==> src/pdc_pkg.sv <==
// shared constants for the synthesizer divider and charge pump registers
`default_nettype none

package pdc_pkg;

	// ************************************************************
	// serial frame layout
	// ************************************************************
	localparam int ADDR_W     = 7;         // register address bits
	localparam int DATA_W     = 16;        // register data bits
	localparam int HEAD_BITS  = 8;         // direction bit plus address
	localparam int FRAME_BITS = 24;        // whole frame length
	localparam int COUNT_W    = 5;         // bit counter width
	localparam int REG_COUNT  = 4;         // registers held here

	// ************************************************************
	// register addresses
	// ************************************************************
	localparam logic [6:0] ADDR_REF_POST_DIVIDER = 7'h0B;
	localparam logic [6:0] ADDR_REF_PRE_DIVIDER  = 7'h0C;
	localparam logic [6:0] ADDR_PUMP_AND_DETECTOR_CONTROL = 7'h0D;
	localparam logic [6:0] ADDR_PUMP_CURRENT_SETTING      = 7'h0E;

	// ************************************************************
	// field positions
	// ************************************************************
	localparam int POST_DIV_LSB = 4;       // post divider ratio 11:4
	localparam int POST_DIV_W   = 8;
	localparam int PRE_DIV_LSB  = 0;       // pre divider ratio 11:0
	localparam int PRE_DIV_W    = 12;
	localparam int PUMP_EN_BIT  = 14;      // charge pump enable
	localparam int MODE_LSB     = 8;       // detector mode 9:8
	localparam int MODE_W       = 2;
	localparam int SINK_LSB     = 7;       // sink current 11:7
	localparam int SOURCE_LSB   = 2;       // source current 6:2
	localparam int CURRENT_W    = 5;

	// ************************************************************
	// field defaults and detector mode codes
	// ************************************************************
	localparam logic [7:0]  POST_DIV_DEFAULT = 8'h01;
	localparam logic [11:0] PRE_DIV_DEFAULT  = 12'h001;
	localparam logic        PUMP_EN_DEFAULT  = 1'b1;
	localparam logic [1:0]  MODE_DUAL        = 2'h0;
	localparam logic [1:0]  MODE_SINGLE      = 2'h3;
	localparam logic [4:0]  CURRENT_DEFAULT  = 5'h03;

	// ************************************************************
	// whole-word reset values, unnamed bits zero
	// ************************************************************
	localparam logic [15:0] RESET_POST_WORD =
		16'(POST_DIV_DEFAULT) << POST_DIV_LSB;
	localparam logic [15:0] RESET_PRE_WORD =
		16'(PRE_DIV_DEFAULT) << PRE_DIV_LSB;
	localparam logic [15:0] RESET_CTRL_WORD =
		(16'(PUMP_EN_DEFAULT) << PUMP_EN_BIT) |
		(16'(MODE_DUAL) << MODE_LSB);
	localparam logic [15:0] RESET_CURRENT_WORD =
		(16'(CURRENT_DEFAULT) << SINK_LSB) |
		(16'(CURRENT_DEFAULT) << SOURCE_LSB);

endpackage : pdc_pkg

`default_nettype wire

==> src/pdc_frame_if.sv <==
// carrier between the serial port and the register file
`default_nettype none

interface pdc_frame_if;
	import pdc_pkg::*;

	logic              wr_valid;   // one-cycle write strobe
	logic [ADDR_W-1:0] addr;       // register address of the frame
	logic [DATA_W-1:0] wdata;      // data to write
	logic [DATA_W-1:0] rd_data;    // word at addr, for readback

	modport port (output wr_valid, output addr, output wdata,
		input rd_data);
	modport regs (input wr_valid, input addr, input wdata,
		output rd_data);
endinterface : pdc_frame_if

`default_nettype wire

==> src/pdc_cfg_top.sv <==
// divider and charge pump configuration registers behind the serial port
`default_nettype none

module pdc_cfg_top
	import pdc_pkg::*;
(
	input  wire logic                 mclk,
	input  wire logic                 reset,
	input  wire logic                 sck,
	input  wire logic                 csb_n,
	input  wire logic                 sdi,
	output logic                      sdo,
	output logic                      sdo_en,
	output logic [POST_DIV_W-1:0]     post_div_ratio,
	output logic [PRE_DIV_W-1:0]      pre_div_ratio,
	output logic                      pump_enable,
	output logic [MODE_W-1:0]         detector_mode_select,
	output logic [CURRENT_W-1:0]      pump_sink_current,
	output logic [CURRENT_W-1:0]      pump_source_current
);

	// ************************************************************
	// serial port
	// ************************************************************
	pdc_frame_if fr ();   // frame strobes and readback

	pdc_serial_port u_port (
		.mclk   (mclk),
		.reset  (reset),
		.sck    (sck),
		.csb_n  (csb_n),
		.sdi    (sdi),
		.sdo    (sdo),
		.sdo_en (sdo_en),
		.fr     (fr)
	);

	// ************************************************************
	// register file
	// ************************************************************
	localparam logic [REG_COUNT-1:0][DATA_W-1:0] RESET_WORDS = {
		RESET_CURRENT_WORD, RESET_CTRL_WORD,
		RESET_PRE_WORD, RESET_POST_WORD};

	logic [REG_COUNT-1:0][DATA_W-1:0] word_reg, word_next; // words
	logic [REG_COUNT-1:0]             hit;                 // addr match

	// one decoder per register
	genvar gi;
	generate
		for (gi = 0; gi < REG_COUNT; gi++)
		begin : g_dec
			assign hit[gi] = (fr.addr ==
				ADDR_W'(ADDR_REF_POST_DIVIDER + gi));
		end
	endgenerate

	// write decode; whole word stored, unmapped writes dropped
	always_comb
	begin
		word_next = word_reg;
		for (int i = 0; i < REG_COUNT; i++)
		begin
			if (fr.wr_valid && hit[i])
			begin
				word_next[i] = fr.wdata;
			end
		end
	end

	// readback mux; unmapped addresses read zero
	always_comb
	begin
		fr.rd_data = '0;
		for (int i = 0; i < REG_COUNT; i++)
		begin
			if (hit[i])
			begin
				fr.rd_data = word_reg[i];
			end
		end
	end

	// register storage, defaults on reset
	always_ff @(posedge mclk)
	begin
		if (reset)
		begin
			word_reg <= RESET_WORDS;
		end
		else
		begin
			word_reg <= word_next;
		end
	end

	// ************************************************************
	// field outputs
	// ************************************************************
	assign post_div_ratio = word_reg[0][POST_DIV_LSB +: POST_DIV_W];
	assign pre_div_ratio  = word_reg[1][PRE_DIV_LSB +: PRE_DIV_W];
	assign pump_enable    = word_reg[2][PUMP_EN_BIT];
	assign detector_mode_select = word_reg[2][MODE_LSB +: MODE_W];
	assign pump_sink_current   = word_reg[3][SINK_LSB +: CURRENT_W];
	assign pump_source_current = word_reg[3][SOURCE_LSB +: CURRENT_W];

	// per word: it only moves after a write that hits it, and
	// readback at its address shows the stored word
	genvar gc;
	generate
		for (gc = 0; gc < REG_COUNT; gc++)
		begin : g_word_chk

		end
	endgenerate
endmodule // pdc_cfg_top

`default_nettype wire

==> src/pdc_serial_port.sv <==
// serial programming port: pin synchroniser and frame shifter
`default_nettype none

module pdc_serial_port
	import pdc_pkg::*;
(
	input  wire logic mclk,
	input  wire logic reset,
	input  wire logic sck,
	input  wire logic csb_n,
	input  wire logic sdi,
	output logic      sdo,
	output logic      sdo_en,
	pdc_frame_if.port fr
);

	typedef enum logic [1:0] {
		PH_IDLE = 2'b00,   // chip select high
		PH_HEAD = 2'b01,   // direction and address
		PH_BODY = 2'b10,   // data bits
		PH_DONE = 2'b11    // extra clocks ignored
	} pdc_phase_type;

	// ************************************************************
	// pin synchronisers
	// ************************************************************
	logic [2:0] meta_reg;             // first stage: sck, csb_n, sdi
	logic [2:0] sync_reg;             // second stage
	logic       sck_last_reg;         // previous synced clock

	// two flops on every pin, first stage read only by second
	always_ff @(posedge mclk)
	begin
		if (reset)
		begin
			meta_reg     <= 3'h2;
			sync_reg     <= 3'h2;
			sck_last_reg <= 1'b0;
		end
		else
		begin
			meta_reg     <= {sck, csb_n, sdi};
			sync_reg     <= meta_reg;
			sck_last_reg <= sync_reg[2];
		end
	end

	// ************************************************************
	// frame shifter
	// ************************************************************
	pdc_phase_type        phase_reg, phase_next;  // frame phase
	logic [COUNT_W-1:0]   count_reg, count_next;  // bits received
	logic [FRAME_BITS-1:0] in_reg, in_next;       // incoming bits
	logic [DATA_W-1:0]    out_reg, out_next;      // readback shifter
	logic                 rw_reg, rw_next;        // 1 = read frame
	logic                 rise;                   // sck rising edge
	logic                 sel;                    // chip selected
	logic [FRAME_BITS-1:0] shifted;               // in_reg plus sdi

	assign rise    = sync_reg[2] & ~sck_last_reg;
	assign sel     = ~sync_reg[1];
	assign shifted = {in_reg[FRAME_BITS-2:0], sync_reg[0]};

	// address is taken from the head while it ends, else the frame
	assign fr.addr  = (phase_reg == PH_HEAD) ? shifted[ADDR_W-1:0]
		: shifted[FRAME_BITS-2 -: ADDR_W];
	assign fr.wdata = shifted[DATA_W-1:0];
	// write fires on the last bit of a full write frame
	assign fr.wr_valid = sel && rise && (phase_reg == PH_BODY) && !rw_reg
		&& (count_reg == COUNT_W'(FRAME_BITS-1));

	assign sdo    = out_reg[DATA_W-1];
	assign sdo_en = sel && rw_reg && (phase_reg == PH_BODY);

	// next-state logic of the shifter
	always_comb
	begin
		phase_next = phase_reg;
		count_next = count_reg;
		in_next    = in_reg;
		out_next   = out_reg;
		rw_next    = rw_reg;
		if (!sel)
		begin
			// deselect aborts any partial frame
			phase_next = PH_IDLE;
			count_next = '0;
			rw_next    = 1'b0;
		end
		else
		begin
			unique case (phase_reg)
				PH_IDLE:
				begin
					phase_next = PH_HEAD;
				end
				PH_HEAD:
				begin
					if (rise)
					begin
						in_next    = shifted;
						count_next = count_reg + 1'b1;
						if (count_reg == COUNT_W'(HEAD_BITS-1))
						begin
							// head complete: load readback word
							rw_next    = shifted[HEAD_BITS-1];
							out_next   = fr.rd_data;
							phase_next = PH_BODY;
						end
					end
				end
				PH_BODY:
				begin
					if (rise)
					begin
						in_next    = shifted;
						count_next = count_reg + 1'b1;
						out_next   = {out_reg[DATA_W-2:0], 1'b0};
						if (count_reg == COUNT_W'(FRAME_BITS-1))
						begin
							phase_next = PH_DONE;
						end
					end
				end
				PH_DONE:
				begin
					phase_next = PH_DONE;
				end
			endcase
		end
	end

	// shifter registers
	always_ff @(posedge mclk)
	begin
		if (reset)
		begin
			phase_reg <= PH_IDLE;
			count_reg <= '0;
			in_reg    <= '0;
			out_reg   <= '0;
			rw_reg    <= 1'b0;
		end
		else
		begin
			phase_reg <= phase_next;
			count_reg <= count_next;
			in_reg    <= in_next;
			out_reg   <= out_next;
			rw_reg    <= rw_next;
		end
	end

endmodule // pdc_serial_port

`default_nettype wire
==> config.mk <==
export PLATFORM = sky130hd
export DESIGN_NAME = pdc_cfg_top
export DESIGN_NICKNAME = d
export VERILOG_FILES = /design/src/pdc_pkg.sv /design/src/pdc_frame_if.sv /design/src/pdc_cfg_top.sv /design/src/pdc_serial_port.sv
export SDC_FILE = /design/constraint.sdc
export NUM_CORES = 1
export LEC_CHECK = 0
export BUFFER_PORTS_ARGS = -buffer_cell sky130_fd_sc_hd__buf_4
export CORE_ASPECT_RATIO = 1.75
export CORE_MARGIN = 5
export CORE_UTILIZATION = 49
export DETAILED_ROUTE_END_ITERATION = 12
export GPL_TIMING_DRIVEN = 0
export PLACE_DENSITY = 0.76
export SETUP_SLACK_MARGIN = 0.02
export SLEW_MARGIN = 10
export SYNTH_ARGS = -nofsm -noshare
export SYNTH_HDL_FRONTEND = slang
export SYNTH_SLANG_ARGS = --single-unit
==> constraint.sdc <==
create_clock -name mclk -period 5.8 [get_ports mclk]
set_input_delay 1.16 -clock mclk [delete_from_list [all_inputs] [get_ports mclk]]
set_output_delay 1.16 -clock mclk [all_outputs]
set_load 0.01 [all_outputs]
==> out/metrics.cfg <==
[outcome]
status=finished, final reports clean

[synthesis]
synth-simple-area-share_pct=22.3
synth.largest_area_cell=dfxtp_1
synth_top_family_by_area=simple AND/OR/NAND/NOR gates
syn_area_um2=5320
syn_inst=629
muxShareOfSynthArea_pct=5.08
synth-compound-area-share_pct=17.5
synth_fa_ha_area_share_pct=1.18
synth_xor_area_share_pct=0.658
ys_seq_elements=117
async_flop_share_pct=0
synth_edf_count=0
ys_types=48
ys_warn_count=0
synth_top_area_share_pct=44.0
postSynthAreaPerCell_um2=8.46
seq_area_frac_synth_pct=44.0
syn_nets=639
yosys-top-cells-area=dfxtp_1 (44%), nand2_1 (11%), a21oi_1 (7.2%)
ys.flop_type=dfxtp_1

[placed_design]
numPortBuffers=38
hpwl_mm=10.7
dpl_cell_area_um2=5770
globalplace.congestion=0.898
dp_slack_ns=3.09

[cts]
clkSinkCount=117
h-tree-depth=4
clkTransAtPathRegs_ns=0.05
cts_hold_buffers=0
clock_latency_ns=0.41
clk_root_buffer_cell=clkbuf_16
cts_buffers=17
clk_path_buf_depth=2
cts_setup_buffers=0
cts_tree=done
ctsResizeCount=0

[sta]
finClkSkew_ns=0.00605
slew_violations=0
fin_crit_ns=3.08
worstMarginPinSlew_ns=0.700
slew_headroom_pct=53.0
rsz0062_at_grt=false
layout_setup_ws_ns=2.72
setup_violations=0
fin_crit_sh_pct=53.1
hold_violations=0
max_freq_mhz=325
tns_ns=0

[routing]
detail_route.iter0.violations=355
finalWirelength_mm=14.9
routedWlPerCell_um=18.0
num_vias=4714
viasPerCell=5.69
drcViolationCount=0
firstDrtPassIters=6
detail-route-antenna-nets=0

[min_path]
min_path_type=flop to flop
whs_endpoint=u_port.sync_reg[1]
hold_depth=1
min_from=u_port.meta_reg[1]

[critical_path]
critical_path.max_fanout=10
crit_type=flop to output port
crit_arrival_ns=1.92
reg2reg_to=pump_enable
required_ns=4.64
end_kind=output port
worst_r2r_path_depth=9
r2r_start=u_port.phase_reg[1]
start_kind=flop
worst-r2r-setup-slack_ns=3.07

[finish]
final_cell_area_um2=6350
area_growth_pct=19.4
layout.nets=696
drive_gt1_share_pct=19.2
diodes=0
fin_util_pct=59.4
largest_register_ffs=31

[die]
die_y_um=148
core_um2=10700
die-area_um2=13100
io_pins=40
start_util_pct=49.8
fp-row-count=50
fp.dieW_um=88.8

[global_route]
grt_usage_pct=23.6
grt_pass1_vias=4687
grt.overflow.total=0
antenna_found_initial=0
grt_max_degree=17
grt_first_pass_wirelength_mm=23.7

[pwr]
power.leakage_nw=2.40
power_density_nw_per_um2=296
vdd_drop_max_v=0.000246

[run]
max_cap_viol_count=0

==> how the worst max path moves through the flow <==
stage	slack, ns	endpoint	startpoint	depth (start not counted)
2_1_floorplan	3.54	sdo_en	u_port.phase_reg[0]	4
6_report	2.72	sdo_en	u_port.phase_reg[0]	5
3_3_place_gp	3.14	post_div_ratio[1]	reset	4
5_1_grt	2.62	sdo_en	u_port.phase_reg[0]	5
4_1_cts	2.71	sdo_en	u_port.phase_reg[0]	5
3_5_place_dp	3.09	word_reg[14]	reset	4
==> layout make-up <==
type	count	area (µm²)
Clock inverter	10	130
Buffer	77	464
Clock buffer	22	454
Multi-Input combinational cell	427	2490
Tap cell	130	163
Timing Repair Buffer	38	285
Fill cell	907	4340
Inverter	8	30.0
Sequential cell	117	2340
==> synth_stat cells, types with 11 or more instances <==
master and instances:
a21oi_1 77, a221oi_1 14, a22o_1 11, buf_2 14, buf_4 37, clkbuf_1 24, dfxtp_1 117, mux2i_1 27
nand2_1 153, nor2_1 32
==> report_power, final <==
group          switching (mW)  internal (mW)
registers             0.00141          0.807
clock network           0.360          0.682
logic                  0.0244        0.00861
total                   0.386           1.50
==> cells by family after synthesis <==
logic type | Yosys count
fa+ha+maj | 5
simple gates | 251
xor+xnor | 4
mux | 27
flops | 117
buf+inv | 85
compound gates | 140
==> cells in the final DEF (no fill, tap or decap), drive strengths merged, types with 6 or more instances in the layout <==
| master | instances |
|---|---|
| mux2i | 27 |
| a21oi | 77 |
| clkbuf | 46 |
| a221oi | 14 |
| and2 | 10 |
| a211oi | 7 |
| inv | 8 |
| nand3 | 8 |
| and3 | 10 |
| nand2 | 154 |
| nor2b | 7 |
| nor2 | 32 |
| o22ai | 10 |
| nand3b | 6 |
| buf | 91 |
| a22o | 11 |
| dfxtp | 117 |
==> worst max-delay path: stages, from the launching register on <==
cell and delay, ns:
dfxtp_1 0.34, inv_1 0.10, ha_1 0.30, clkbuf_1 0.39
and3b_1 0.25, buf_4 0.13
==> metrics by stage <==
| stage | hold WS (ns) | power (mW) | cells |
|---|---|---|---|
| 5_1_grt | 0.435 | 1.93 | 829 |
| 3_5_place_dp | 0.404 | 0.858 | 797 |
| 4_1_cts | 0.412 | 1.89 | 829 |
| 2_1_floorplan | 0.389 | 0.846 | 629 |
| 6_report | 0.410 | 1.88 | 829 |
| 3_3_place_gp | 0.398 | 0.857 | 797 |
==> routing by layer <==
| metal | global-route usage [%] | routed length, µm | vias up |
|---|---|---|---|
| li1 | - | - | 2252 |
| met4 | 13.0 | 764 | 0 |
| met1 | 25.6 | 5470 | 2219 |
| met3 | 5.41 | 757 | 55 |
| met5 | 0 | 0 | - |
| met2 | 40.9 | 7940 | 188 |
(Power assumes the default switching activity.)
